==> src/logic/stt_defines.svh <==
// Offsets, field positions, reset values and timing counts of the timer
`ifndef STT_DEFINES_SVH
`define STT_DEFINES_SVH

// ==========================================================
// Register byte offsets
`define STT_OFF_MODE 8'h00
`define STT_OFF_ALARM 8'h04
`define STT_OFF_COUNT 8'h08
`define STT_OFF_FLAGS 8'h0C

// ==========================================================
// Field positions
`define STT_DIV_MSB 15
`define STT_DIV_LSB 0
`define STT_ALARM_IE_BIT 16
`define STT_TICK_IE_BIT 17
`define STT_RESTART_BIT 18
`define STT_ALARM_FLAG_BIT 0
`define STT_TICK_FLAG_BIT 1

// ==========================================================
// Reset values
`define STT_MODE_RST 32'h0000_8000
`define STT_ALARM_RST 32'hFFFF_FFFF
`define STT_COUNT_RST 32'h0000_0000
`define STT_FLAGS_RST 2'h0

// ==========================================================
// Timing: low-frequency clock period and derived enable divider
`define STT_CLK_PERIOD_NS 10
`define STT_SLOW_PERIOD_NS 30518
`define STT_SLOW_DIV_CYC (`STT_SLOW_PERIOD_NS / `STT_CLK_PERIOD_NS)
`define STT_SYNC_SLOW_TICKS 2
`define STT_ZERO_DIV_PERIOD 17'h1_0000

`endif

==> src/logic/stt_pkg.sv <==
// Types shared by the seconds timebase timer modules
package stt_pkg;

  // ==========================================================
  // Basic types
  typedef logic [31:0] stt_word_t;
  typedef logic [7:0] stt_addr_t;
  typedef logic [3:0] stt_sel_t;

  // Register selected by a bus access
  typedef enum logic [2:0] {
    STT_REG_MODE,
    STT_REG_ALARM,
    STT_REG_COUNT,
    STT_REG_FLAGS,
    STT_REG_NONE
  } stt_reg_t;

endpackage : stt_pkg

==> src/logic/stt_bus_if.sv <==
// Register access channel between the bus slave and the timer core
`timescale 1ns/10ps
interface stt_bus_if;
  import stt_pkg::*;

  logic req;
  logic we;
  stt_addr_t addr;
  stt_sel_t sel;
  stt_word_t wdata;
  stt_word_t rdata;

  // Bus slave side issues accesses
  modport slave (output req, output we, output addr, output sel,
                 output wdata, input rdata);
  // Timer core side serves them
  modport core (input req, input we, input addr, input sel,
                input wdata, output rdata);
endinterface : stt_bus_if

==> src/logic/stt_wb_slave.sv <==
// Classic Wishbone slave front end of the timer
`timescale 1ns/10ps
module stt_wb_slave (
  input wire logic ref_clk_i,
  input wire logic rst_i,
  input wire logic wb_cyc_i,
  input wire logic wb_stb_i,
  input wire logic wb_we_i,
  input wire stt_pkg::stt_addr_t wb_adr_i,
  input wire stt_pkg::stt_sel_t wb_sel_i,
  input wire stt_pkg::stt_word_t wb_dat_i,
  stt_bus_if.slave bus,
  output stt_pkg::stt_word_t wb_dat_o,
  output logic wb_ack_o
);
  import stt_pkg::*;

  // ==========================================================
  // Access strobe: one cycle per request, none while acking
  assign bus.req = wb_cyc_i & wb_stb_i & ~wb_ack_o;
  assign bus.we = wb_we_i;
  assign bus.addr = wb_adr_i;
  assign bus.sel = wb_sel_i;
  assign bus.wdata = wb_dat_i;

  // Acknowledge one cycle after the request, drop it the next
  always_ff @(posedge ref_clk_i or posedge rst_i) begin
    if (rst_i) begin
      wb_ack_o <= 1'b0;
    end else begin
      wb_ack_o <= bus.req;
    end
  end

  // Read data captured with the access, held until the next read
  always_ff @(posedge ref_clk_i or posedge rst_i) begin
    if (rst_i) begin
      wb_dat_o <= 32'h0000_0000;
    end else if (bus.req && !wb_we_i) begin
      wb_dat_o <= bus.rdata;
    end
  end

endmodule : stt_wb_slave

==> src/logic/stt_timer.sv <==
// Seconds timebase timer: prescaler, elapsed counter, alarm, flags
`timescale 1ns/10ps
`include "stt_defines.svh"

// Summary of operation
// - Counter advances by one whenever the prescaler completes its period, except on a slow tick where a restart applies.
// - Nonzero divider field (mode bits 15:0) sets prescaler period.
// - Divider of zero gives a 65536 slow clock period.
// - Alarm enable (mode bit 16) gates alarm flag onto the interrupt.
// - Tick enable (mode bit 17) gates tick flag onto the interrupt.
// - Writing restart (mode bit 18) reloads and restarts the prescaler.
// - Restart also clears the elapsed counter to zero.
// - Alarm matches when the counter equals alarm value plus one.
// - Count register returns counter value; writes are ignored.
// - Status bit 0 shows an alarm match since last status read.
// - Status bit 1 shows a counter advance since last status read.
// - Status read clears both flags two slow clock cycles later.
// - Restart and count clear take effect two slow cycles later.
module stt_timer (
  input wire logic ref_clk_i,
  input wire logic rst_i,
  input wire logic wb_cyc_i,
  input wire logic wb_stb_i,
  input wire logic wb_we_i,
  input wire stt_pkg::stt_addr_t wb_adr_i,
  input wire stt_pkg::stt_sel_t wb_sel_i,
  input wire stt_pkg::stt_word_t wb_dat_i,
  output stt_pkg::stt_word_t wb_dat_o,
  output logic wb_ack_o,
  output logic irq_o
);
  import stt_pkg::*;

  // ==========================================================
  // Reset image and user notes

  // Reset word of the mode register, split into fields below
  localparam stt_word_t MODE_RST = `STT_MODE_RST;

  // Any divider value can lose events: a status read clears both
  // flags two slow ticks later, and events in between are cleared too.
  // Restart also waits two slow ticks, so the old count stays visible
  // for up to two slow periods after the write.
  // The bus copy of the count trails the counter by one clock; two
  // reads that straddle an increment differ, so software rereads.
  // The alarm compare runs only at increments, never on a restart.
  // Unmapped offsets read zero and drop writes.

  // ==========================================================
  // Helper functions

  // Prescaler period in slow clock periods for a divider setting
  function automatic logic [16:0] stt_period(input logic [15:0] div);
    logic [16:0] p;
    p = {1'b0, div};
    if (div == 16'h0000) begin
      p = `STT_ZERO_DIV_PERIOD;
    end
    return p;
  endfunction : stt_period

  // Byte-lane merge of a write into a stored word
  function automatic stt_word_t stt_merge(input stt_word_t old_w,
                                          input stt_word_t new_w,
                                          input stt_sel_t sel);
    stt_word_t r;
    r = old_w;
    for (int i = 0; i < 4; i++) begin
      if (sel[i]) begin
        r[i*8 +: 8] = new_w[i*8 +: 8];
      end
    end
    return r;
  endfunction : stt_merge

  // True on the slow tick that completes a two-tick hand-over
  function automatic logic stt_due(input logic pend, input logic [1:0] ticks,
                                   input logic en);
    logic due;
    due = pend & en & (ticks == 2'(`STT_SYNC_SLOW_TICKS - 1));
    return due;
  endfunction : stt_due

  // ==========================================================
  // Bus front end

  stt_bus_if bus ();

  stt_wb_slave u_slave (
    .ref_clk_i(ref_clk_i),
    .rst_i(rst_i),
    .wb_cyc_i(wb_cyc_i),
    .wb_stb_i(wb_stb_i),
    .wb_we_i(wb_we_i),
    .wb_adr_i(wb_adr_i),
    .wb_sel_i(wb_sel_i),
    .wb_dat_i(wb_dat_i),
    .bus(bus.slave),
    .wb_dat_o(wb_dat_o),
    .wb_ack_o(wb_ack_o)
  );

  // ==========================================================
  // State declarations

  logic [15:0] div_value;
  logic alarm_ie;
  logic tick_ie;
  stt_word_t alarm_value;
  stt_word_t count;
  logic [16:0] presc;
  logic [11:0] slow_cnt;
  logic slow_en;
  logic restart_pend;
  logic [1:0] restart_ticks;
  logic clear_pend;
  logic [1:0] clear_ticks;
  logic alarm_flag;
  logic tick_flag;
  stt_word_t count_view;
  logic [1:0] flags_view;

  // ==========================================================
  // Address decode

  stt_reg_t reg_sel;
  wire hit_mode = (bus.addr == `STT_OFF_MODE);
  wire hit_alarm = (bus.addr == `STT_OFF_ALARM);
  wire hit_count = (bus.addr == `STT_OFF_COUNT);
  wire hit_flags = (bus.addr == `STT_OFF_FLAGS);

  // Register index, unmapped addresses select none
  assign reg_sel = hit_mode ? STT_REG_MODE :
                   hit_alarm ? STT_REG_ALARM :
                   hit_count ? STT_REG_COUNT :
                   hit_flags ? STT_REG_FLAGS : STT_REG_NONE;

  // Write and read strobes; the count register ignores writes
  wire wr_mode = bus.req & bus.we & (reg_sel == STT_REG_MODE);
  wire wr_alarm = bus.req & bus.we & (reg_sel == STT_REG_ALARM);
  wire rd_flags = bus.req & ~bus.we & (reg_sel == STT_REG_FLAGS);

  // Restart acts on the write itself and is never stored
  // Mode word as stored and as merged with a write
  wire stt_word_t mode_word = {13'h0000, 1'b0, tick_ie, alarm_ie,
                               div_value};
  wire stt_word_t mode_merged = stt_merge(mode_word, bus.wdata, bus.sel);
  wire restart_req = wr_mode & mode_merged[`STT_RESTART_BIT];

  // ==========================================================
  // Read data selection

  wire stt_word_t flags_word = {30'h0000_0000, flags_view};

  // Restart bit always reads zero; unmapped reads return zero
  assign bus.rdata = (reg_sel == STT_REG_MODE) ? mode_word :
                     (reg_sel == STT_REG_ALARM) ? alarm_value :
                     (reg_sel == STT_REG_COUNT) ? count_view :
                     (reg_sel == STT_REG_FLAGS) ? flags_word :
                     32'h0000_0000;

  // ==========================================================
  // Mode register

  // Divider and interrupt enables
  always_ff @(posedge ref_clk_i or posedge rst_i) begin
    if (rst_i) begin
      div_value <= MODE_RST[`STT_DIV_MSB:`STT_DIV_LSB];
      alarm_ie <= MODE_RST[`STT_ALARM_IE_BIT];
      tick_ie <= MODE_RST[`STT_TICK_IE_BIT];
    end else if (wr_mode) begin
      div_value <= mode_merged[`STT_DIV_MSB:`STT_DIV_LSB];
      alarm_ie <= mode_merged[`STT_ALARM_IE_BIT];
      tick_ie <= mode_merged[`STT_TICK_IE_BIT];
    end
  end

  // ==========================================================
  // Alarm register

  // Alarm value with byte lanes
  always_ff @(posedge ref_clk_i or posedge rst_i) begin
    if (rst_i) begin
      alarm_value <= `STT_ALARM_RST;
    end else if (wr_alarm) begin
      alarm_value <= stt_merge(alarm_value, bus.wdata, bus.sel);
    end
  end

  // ==========================================================
  // Low-frequency clock enable

  // Stands in for the slow clock: a free-running divider of the clock
  // One-cycle pulse per low-frequency clock period
  wire slow_last = (slow_cnt == 12'(`STT_SLOW_DIV_CYC - 1));

  always_ff @(posedge ref_clk_i or posedge rst_i) begin
    if (rst_i) begin
      slow_cnt <= 12'h000;
      slow_en <= 1'b0;
    end else begin
      slow_cnt <= slow_last ? 12'h000 : slow_cnt + 12'h001;
      slow_en <= slow_last;
    end
  end

  // ==========================================================
  // Restart hand-over into the slow domain

  // Restart applies on the second slow edge after the write
  wire restart_go = stt_due(restart_pend, restart_ticks, slow_en);

  always_ff @(posedge ref_clk_i or posedge rst_i) begin
    if (rst_i) begin
      restart_pend <= 1'b0;
      restart_ticks <= 2'h0;
    end else if (restart_req) begin
      restart_pend <= 1'b1;
      restart_ticks <= 2'h0;
    end else if (restart_go) begin
      restart_pend <= 1'b0;
      restart_ticks <= 2'h0;
    end else if (restart_pend && slow_en) begin
      restart_ticks <= restart_ticks + 2'h1;
    end
  end

  // ==========================================================
  // Prescaler

  wire [16:0] period = stt_period(div_value);
  wire presc_done = (presc == period - 17'h0_0001);
  wire inc_go = slow_en & ~restart_go & presc_done;

  // Counts slow periods; restart reloads it from the new divider
  wire [16:0] next_presc = restart_go ? 17'h0_0000 :
                           ~slow_en ? presc :
                           presc_done ? 17'h0_0000 : presc + 17'h0_0001;

  // Prescaler register
  always_ff @(posedge ref_clk_i or posedge rst_i) begin
    if (rst_i) begin
      presc <= 17'h0_0000;
    end else begin
      presc <= next_presc;
    end
  end

  // ==========================================================
  // Elapsed-time counter and alarm compare

  // Natural 32-bit overflow wraps the counter to zero
  wire stt_word_t count_inc = count + 32'h0000_0001;
  wire stt_word_t alarm_target = alarm_value + 32'h0000_0001;
  wire alarm_hit = inc_go & (count_inc == alarm_target);

  // Next count: restart clears it, an increment steps it
  wire stt_word_t next_count = restart_go ? `STT_COUNT_RST :
                               inc_go ? count_inc : count;

  // Elapsed-time counter register
  always_ff @(posedge ref_clk_i or posedge rst_i) begin
    if (rst_i) begin
      count <= `STT_COUNT_RST;
    end else begin
      count <= next_count;
    end
  end

  // ==========================================================
  // Status clear hand-over into the slow domain

  // Clear applies on the second slow edge after the status read;
  // a further read while a clear is pending starts the wait again
  wire clear_go = stt_due(clear_pend, clear_ticks, slow_en);

  always_ff @(posedge ref_clk_i or posedge rst_i) begin
    if (rst_i) begin
      clear_pend <= 1'b0;
      clear_ticks <= 2'h0;
    end else if (rd_flags) begin
      clear_pend <= 1'b1;
      clear_ticks <= 2'h0;
    end else if (clear_go) begin
      clear_pend <= 1'b0;
      clear_ticks <= 2'h0;
    end else if (clear_pend && slow_en) begin
      clear_ticks <= clear_ticks + 2'h1;
    end
  end

  // ==========================================================
  // Sticky event flags

  // A new event in the clearing cycle wins over the clear
  wire next_alarm_flag = alarm_hit | (alarm_flag & ~clear_go);
  wire next_tick_flag = inc_go | (tick_flag & ~clear_go);

  // Flag registers
  always_ff @(posedge ref_clk_i or posedge rst_i) begin
    if (rst_i) begin
      alarm_flag <= 1'b0;
      tick_flag <= 1'b0;
    end else begin
      alarm_flag <= next_alarm_flag;
      tick_flag <= next_tick_flag;
    end
  end

  // ==========================================================
  // Bus-side views of counter and flags

  // Retimed copies read by the bus
  always_ff @(posedge ref_clk_i or posedge rst_i) begin
    if (rst_i) begin
      count_view <= `STT_COUNT_RST;
      flags_view <= `STT_FLAGS_RST;
    end else begin
      count_view <= count;
      flags_view <= {tick_flag, alarm_flag};
    end
  end

  // ==========================================================
  // Interrupt output

  // Each flag reaches the interrupt only through its enable
  wire alarm_src = alarm_flag & alarm_ie;
  wire tick_src = tick_flag & tick_ie;
  wire next_irq = alarm_src | tick_src;

  always_ff @(posedge ref_clk_i or posedge rst_i) begin
    if (rst_i) begin
      irq_o <= 1'b0;
    end else begin
      irq_o <= next_irq;
    end
  end

endmodule : stt_timer

==> config.mk <==
export PLATFORM = sky130hd
export DESIGN_NAME = stt_timer
export DESIGN_NICKNAME = d
export VERILOG_FILES = /design/src/logic/stt_pkg.sv /design/src/logic/stt_bus_if.sv /design/src/logic/stt_wb_slave.sv /design/src/logic/stt_timer.sv
export VERILOG_INCLUDE_DIRS = /design/src /design/src/logic
export SDC_FILE = /design/constraint.sdc
export NUM_CORES = 1
export LEC_CHECK = 0
export BUFFER_PORTS_ARGS = -buffer_cell sky130_fd_sc_hd__clkbuf_2
export CORE_MARGIN = 4
export CORE_UTILIZATION = 55
export CTS_CLUSTER_DIAMETER = 30
export DETAILED_ROUTE_END_ITERATION = 16
export PLACE_DENSITY_LB_ADDON = 0.25
export SLEW_MARGIN = 10
export SYNTH_ARGS = -nofsm -noshare
export SYNTH_HDL_FRONTEND = slang
export SYNTH_HIERARCHICAL = 1
export SYNTH_SLANG_ARGS = --single-unit
==> constraint.sdc <==
create_clock -name ref_clk_i -period 9.1 [get_ports ref_clk_i]
set_input_delay 2.73 -clock ref_clk_i [delete_from_list [all_inputs] [get_ports ref_clk_i]]
set_output_delay 2.73 -clock ref_clk_i [all_outputs]
set_load 0.01 [all_outputs]
## After elaboration in Yosys (flattened, before gate mapping)

Index checks and enable logic that the tools add are counted.

- Add/subtract/negate cells: 7
- Equality and inequality tests: 11
- Muxes and demuxes: 26
- Bitwise operators: 26
- Reduce and logical (&&, ||, !) cells: 20

Operators by type and width:

| cell | number |
|---|---|
| 32-bit two-way mux | 5 |
| 17-bit two-way mux | 4 |
| 32-bit by 1-bit adder with 32-bit output, second input constant | 2 |
| 32-bit equality test | 1 |
| 1-bit AND | 19 |
| 17-bit by 1-bit adder with 17-bit output, second input constant | 1 |
| 17-bit equality test | 1 |
| 17-bit by 1-bit subtractor with 17-bit output, second input constant | 1 |
| 8-bit by 4-bit equality test with 1-bit output, second input constant | 2 |
| 16-bit zero test | 1 |
| 3-bit two-way mux | 5 |
| 2-bit two-way mux | 7 |
| 2-bit AND reduction | 7 |
| 12-bit by 1-bit adder with 12-bit output, second input constant | 1 |
| 12-bit equality test, second input constant | 1 |
| 12-bit two-way mux | 1 |
| 8-bit by 3-bit equality test with 1-bit output, second input constant | 1 |
| 8-bit zero test | 1 |
| 2-bit nonzero test | 4 |
| 3-bit by 2-bit equality test with 1-bit output, second input constant | 2 |
| 3-bit nonzero test | 2 |
| 2-bit by 1-bit adder with 2-bit output, second input constant | 2 |
| 2-bit by 1-bit equality test with 1-bit output, second input constant | 2 |
| 1-bit two-way mux | 4 |
| other kinds (6) | 13 |

- Logic and storage cells: 113
- Input bits: 49
- Flip-flop bits (word level): 188

## Logic depth before layout (Yosys ltp)

- Word-level depth: 10
- Depth in mapped cells: 12

## Hierarchy

Netlist, hierarchy kept.

Modules (own cells, without submodules):

| module | area an instance (µm²) | times used | cells each |
|---|---|---|---|
| stt_timer | 9148.8 | 1 | 954 |
| stt_wb_slave | 1725.4 | 1 | 118 |

## Worst setup path before layout

Ideal clock, no wire load.

- Kind: input-to-reg
- Start point: input wb_adr_i[3]
- End point: register u_slave.wb_dat_o[10]
- Arrival: 4.398 ns
- Path buffers: 3
- Library setup time: 0.125 ns
- Slack: 4.576 ns
- Stages: 8
- Cell sequence: buf_4 buf_1 buf_1 mux2i_1 nor2_1 a21oi_1 nor2_1 mux2_4

- Longest elaborated chain between the ends: 9
- Elaborated cells on any way between the ends: 14

Ends and longest elaborated chain:

| element | line | RTL |
|---|---|---|
| start, declared | stt_timer.sv:25 | `input wire stt_pkg::stt_addr_t wb_adr_i,` |
| 8-bit by 4-bit equality test with 1-bit output (no source line) | n/a |  |
| 3-bit two-way mux | stt_timer.sv:136 | `hit_flags ? STT_REG_FLAGS : STT_REG_NONE;` |
| 3-bit two-way mux | stt_timer.sv:135 | `hit_count ? STT_REG_COUNT :` |
| 3-bit two-way mux | stt_timer.sv:134 | `hit_alarm ? STT_REG_ALARM :` |
| 3-bit two-way mux * | stt_timer.sv:133 | `assign reg_sel = hit_mode ? STT_REG_MODE :` |
| 3-bit by 2-bit equality test with 1-bit output | stt_timer.sv:158 | `(reg_sel == STT_REG_COUNT) ? count_view :` |
| 32-bit two-way mux | stt_timer.sv:158 |  |
| 32-bit two-way mux | stt_timer.sv:157 | `(reg_sel == STT_REG_ALARM) ? alarm_value :` |
| 32-bit two-way mux * | stt_timer.sv:156 | `assign bus.rdata = (reg_sel == STT_REG_MODE) ? mode_word :` |
| via bus.rdata[10] | stt_bus_if.sv:11 | `stt_word_t rdata;` |
| end signal, assigned | stt_wb_slave.sv:40 | `wb_dat_o <= bus.rdata;` |
| end, declared | stt_wb_slave.sv:13 | `output stt_pkg::stt_word_t wb_dat_o,` |

The timed path passes the listed nets; every way through them passes the cells marked *.
A chain may end at the register's enable or synchronous reset.

## Worst setup path after layout

- Start point: input wb_adr_i[7]
- End point: register div_value[6]

- Longest elaborated chain between the ends: 8
- Elaborated cells on any way between the ends: 11

Ends and longest elaborated chain:

| element | line | RTL |
|---|---|---|
| 8-bit by 4-bit equality test with 1-bit output (no source line) | n/a |  |
| 3-bit two-way mux | stt_timer.sv:136 |  |
| 3-bit two-way mux | stt_timer.sv:135 |  |
| 3-bit two-way mux | stt_timer.sv:134 |  |
| 3-bit two-way mux * | stt_timer.sv:133 |  |
| 3-bit zero test * | stt_timer.sv:139 | `wire wr_mode = bus.req & bus.we & (reg_sel == STT_REG_MODE);` |
| 1-bit AND * | stt_timer.sv:139 |  |
| 2-bit AND reduction (no source line) * | n/a |  |
| end signal, assigned | stt_timer.sv:168 | `` div_value <= MODE_RST[`STT_DIV_MSB:`STT_DIV_LSB]; `` |
| end signal, assigned | stt_timer.sv:172 | `` div_value <= mode_merged[`STT_DIV_MSB:`STT_DIV_LSB]; `` |
| end, declared | stt_timer.sv:106 | `logic [15:0] div_value;` |

Mark *: on every way between the ends. The rest lies on a longest branch, timed or not.

==> impl_results.rst <==
.. list-table::
   :header-rows: 1

   * - Metric
     - Value
   * - Run status
     - complete, no violations
   * - Worst path required time
     - approximately 9.4 ns
   * - Final #Nets
     - 1136
   * - Post-cts hold buffer count
     - 0
   * - Routability-driven placement congestion ratio
     - 0.9071
   * - Global-route wire length before repair
     - 43240 µm
   * - Clock latency on the worst-skew pair
     - 0.44 ns
   * - Worst Clk Skew
     - about 0.015 ns
   * - Number of failing hold endpoints at the final stage
     - 0
   * - Number of different library cells in the post-synthesis netlist
     - 68
   * - Total of buffers placed on input and output ports
     - 82
   * - Top metal layer carrying routed signals
     - met4
   * - Hold/Removal Path Class
     - reg -> reg
   * - RSZ-0062 raised after global routing
     - no
   * - VDD IR max
     - 0.0001085 V
   * - Average wire per cell in the routed design
     - 19.98 µm
   * - Gate Count Post-Synth
     - about 1.1k
   * - Antenna Diode Count
     - 0
   * - Antenna violations before repair
     - 0
   * - Clock net sink count
     - approximately 190
   * - Io pins
     - slightly above 80
   * - # setup viols final
     - 0
   * - Number of nets in the synthesized netlist
     - 1128
   * - Cts repair resizes
     - 0
   * - Clk pin slew, worst setup/hold paths
     - 0.07 ns
   * - Count of pins over their slew limit
     - 0
   * - Via density
     - 6.054
   * - Total global routing overflow
     - 0
   * - Largest net degree at the start of global routing
     - 82
   * - Overall Global Routing Usage
     - 0.2498
   * - Die extent in x
     - ~150 µm
   * - Crit Path Max Fanout
     - 32
   * - Startpoint types
     - primary input
   * - H-tree level count
     - 4
   * - Class of the most critical setup path
     - in -> reg
   * - Avg Synthesized Cell Area
     - 10.14 µm²
   * - Total length of routed met2 wires
     - 12190 µm
   * - Source of the critical timing path
     - wb_adr_i[7]
   * - Buffers from clock root to sink, at most
     - 2
   * - Synth Cell Area
     - 10870 µm²
   * - Setup crit end kind
     - register
   * - Fill cell instance count of the final layout
     - between 1.5k and 2k
   * - Total clock buffers created by CTS
     - 17
   * - Row count
     - a little over 50
   * - Non-Filler Instances
     - ~1.4k
   * - Most used flip-flop cell after synthesis
     - sky130_fd_sc_hd__dfrtp_1
   * - Power density over cell area
     - 145.2 nW/µm²
   * - Max Cap Viol
     - 0
   * - DRC violations left
     - 0
   * - Min Clock Period, post-route
     - 5.494 ns
   * - Count of placed standard cells including taps
     - 1326
   * - Yosys warns
     - 6
   * - Number of global-route vias before repair
     - 7719
   * - Slew @ Worst Pin
     - ~1.2 ns
   * - Detailed route wirelength on metal3
     - 1949 µm
   * - Min-Delay Startpoint
     - alarm_flag$_DFF_PP0_
   * - Number of search-and-repair iterations in the first detailed-routing pass
     - 5
   * - Hold WS
     - 0.4183 ns
   * - Fin crit share
     - 0.6038
   * - Seq/Total Area, Yosys
     - 0.4364
   * - Placed wire-length estimate after detailed placement
     - 19820 µm
   * - Vert. Die Dim
     - between 100 and 150 µm
   * - Slew margin rel.
     - 0.1951
   * - Starting density of the core
     - 0.5587
   * - Floorplan die area
     - 22080 µm²
   * - Core area
     - between 15000 and 20000 µm²
   * - Area Overhead vs Synth
     - 7.536%
   * - CTS tree
     - built
   * - Critical register-to-register path startpoint
     - div_value[0]$_DFFE_PP0P_
   * - Number of antenna-violating nets in the routed design
     - 0
   * - Arrival time of the worst setup path
     - 5.80 ns
   * - Postcts setup bufs
     - 0
   * - Flip-flop and latch count after synthesis
     - ~190
   * - Root buffer selected by CTS
     - sky130_fd_sc_hd__clkbuf_16
   * - Number of enable-type register cells in the synthesized netlist
     - 0
   * - Static Leakage
     - approximately 5.2 nW
   * - Async set or reset register ratio after synthesis
     - 1.000
   * - Number of DRC markers in iteration 0
     - 853
   * - Met1 routed wirelength after detailed routing
     - 12530 µm
   * - Total Routed Length
     - 27130 µm
   * - Via count of the routed design
     - 8221
   * - Share of post-route cells with drive strength above 1
     - 0.2370
   * - Setup TNS after final layout
     - 0 ns
   * - Maximum clock rate
     - 0.1820 GHz
## cells in the final DEF (no fill, tap or decap), drive strengths merged, types with 4 or more instances in the layout
cell | Yosys | routed
dfrtp | 155 | 155
clkbuf | 36 | 101
nor2 | 90 | 90
mux2 | 81 | 81
xnor2 | 76 | 76
nand2 | 74 | 74
a21oi | 57 | 57
nand3 | 47 | 47
dfstp | 33 | 33
nand4 | 31 | 31
xor2 | 28 | 28
o21ai | 27 | 27
or3 | 26 | 26
and3 | 23 | 23
nor3 | 22 | 22
mux2i | 22 | 22
or4 | 18 | 18
inv | 15 | 18
nor4 | 17 | 17
a31oi | 16 | 16
nand2b | 15 | 15
a22oi | 14 | 14
o211ai | 11 | 11
and4 | 9 | 9
or2 | 7 | 7
ha | 7 | 7
buf | 63 | 6
clkinv | 0 | 5
o31ai | 4 | 4
bufinv | 0 | 4
nor2b | 4 | 4
## cell type report
class | count | area, µm² | area share
Timing Repair Buffer | 88 | 455.4 | 0.03895
Multi-Input combinational cell | 770 | 5477 | 0.4683
Sequential cell | 188 | 4746 | 0.4058
Tap cell | 265 | 331.6 | 0.02835
Clock inverter | 13 | 190.2 | 0.01626
Clock buffer | 19 | 432.9 | 0.03702
Inverter | 15 | 61.31 | 0.005243
## worst max-delay path, cell delays in order
cell                       delay [ns]
sky130_fd_sc_hd__clkbuf_2        0.08
sky130_fd_sc_hd__nor4_1          0.57
sky130_fd_sc_hd__nand2_1         0.77
sky130_fd_sc_hd__nor3_1          0.69
sky130_fd_sc_hd__nand4_1         0.50
sky130_fd_sc_hd__mux2_2          0.46
## final timing paths
check / end / slack, ns / depth (start not counted)
max: div_value[6]$_DFFE_PP0P_ / 3.61 / 6
min: flags_view[0]$_DFF_PP0_ / 0.42 / 0
max reg2reg: count[12]$_DFFE_PP0P_ / 4.58 / 9
min reg2reg: flags_view[0]$_DFF_PP0_ / 0.42 / 0
max in group asynchronous: div_value[5]$_DFFE_PP0P_ / 5.22 / 3
min in group asynchronous: u_slave/wb_dat_o[25]$_DFFE_PP0P_ / 2.42 / 3
## through the flow
step | util | worst slack (ns) | power, mW | cell area, µm²
floorplan | - | 2.246 | 0.9132 | 10870
global placement | 0.5688 | 3.482 | 0.9235 | 11070
detailed placement | 0.5688 | 3.351 | 0.9242 | 11070
CTS | 0.6008 | 3.668 | 1.705 | 11690
global route | 0.6008 | 3.428 | 1.749 | 11690
finish | 0.6008 | 3.606 | 1.698 | 11690
## metal layers
| layer | track usage | vias up |
|---|---|---|
| met5 | 0 | - |
| met1 | 0.3812 | 4065 |
| met4 | 0.06882 | 0 |
| met2 | 0.3762 | 319 |
| met3 | 0.03291 | 29 |
| li1 | - | 3808 |
## state kept, by name, summed over array words and instances, names as in the netlist, 2 cells and up
| name | cells |
|---|---|
| count_view | 32 |
| slow_cnt | 12 |
| div_value | 16 |
| alarm_value | 32 |
| clear_ticks | 2 |
| u_slave/wb_dat_o | 32 |
| restart_ticks | 2 |
| presc | 17 |
| flags_view | 2 |
| count | 32 |
## where the power goes
group          total, mW  switching [mW]  internal, mW
registers          0.842         0.00377         0.839
logic             0.0660          0.0442        0.0217
clock network      0.790           0.327         0.463
total               1.70           0.375          1.32
## synthesized netlist by cell type, types with 9 or more instances
library cell / count / area, µm²
sky130_fd_sc_hd__xnor2_1: 76 / 665.6
sky130_fd_sc_hd__dfstp_2: 33 / 867.1
sky130_fd_sc_hd__nand2b_1: 15 / 93.84
sky130_fd_sc_hd__xor2_1: 28 / 245.2
sky130_fd_sc_hd__inv_1: 15 / 56.30
sky130_fd_sc_hd__or3_1: 25 / 156.4
sky130_fd_sc_hd__nand4_1: 30 / 187.7
sky130_fd_sc_hd__nor2_1: 90 / 337.8
sky130_fd_sc_hd__or4_1: 16 / 120.1
sky130_fd_sc_hd__o21ai_0: 27 / 135.1
sky130_fd_sc_hd__mux2i_1: 22 / 220.2
sky130_fd_sc_hd__nand2_1: 74 / 277.8
sky130_fd_sc_hd__and3_1: 23 / 143.9
sky130_fd_sc_hd__dfrtp_1: 155 / 3879
sky130_fd_sc_hd__buf_4: 46 / 345.3
sky130_fd_sc_hd__a31oi_1: 16 / 100.1
sky130_fd_sc_hd__clkbuf_1: 36 / 135.1
sky130_fd_sc_hd__mux2_2: 51 / 574.3
sky130_fd_sc_hd__o211ai_1: 11 / 82.58
sky130_fd_sc_hd__and4_1: 9 / 78.83
sky130_fd_sc_hd__nor3_1: 22 / 110.1
sky130_fd_sc_hd__a21oi_1: 56 / 280.3
sky130_fd_sc_hd__mux2_4: 30 / 450.4
sky130_fd_sc_hd__nand3_1: 46 / 230.2
sky130_fd_sc_hd__a22oi_1: 14 / 105.1
sky130_fd_sc_hd__nor4_1: 15 / 93.84
## logic make-up after synthesis
family / count (synthesis) / synth area share
simple gates: 396 / 0.1939
flops: 188 / 0.4364
compound gates: 155 / 0.09090
buf+inv: 114 / 0.06190
xor+xnor: 107 / 0.09021
mux: 105 / 0.1186
fa+ha+maj: 7 / 0.008054
Note: power is estimated with default switching activity, not from simulation.
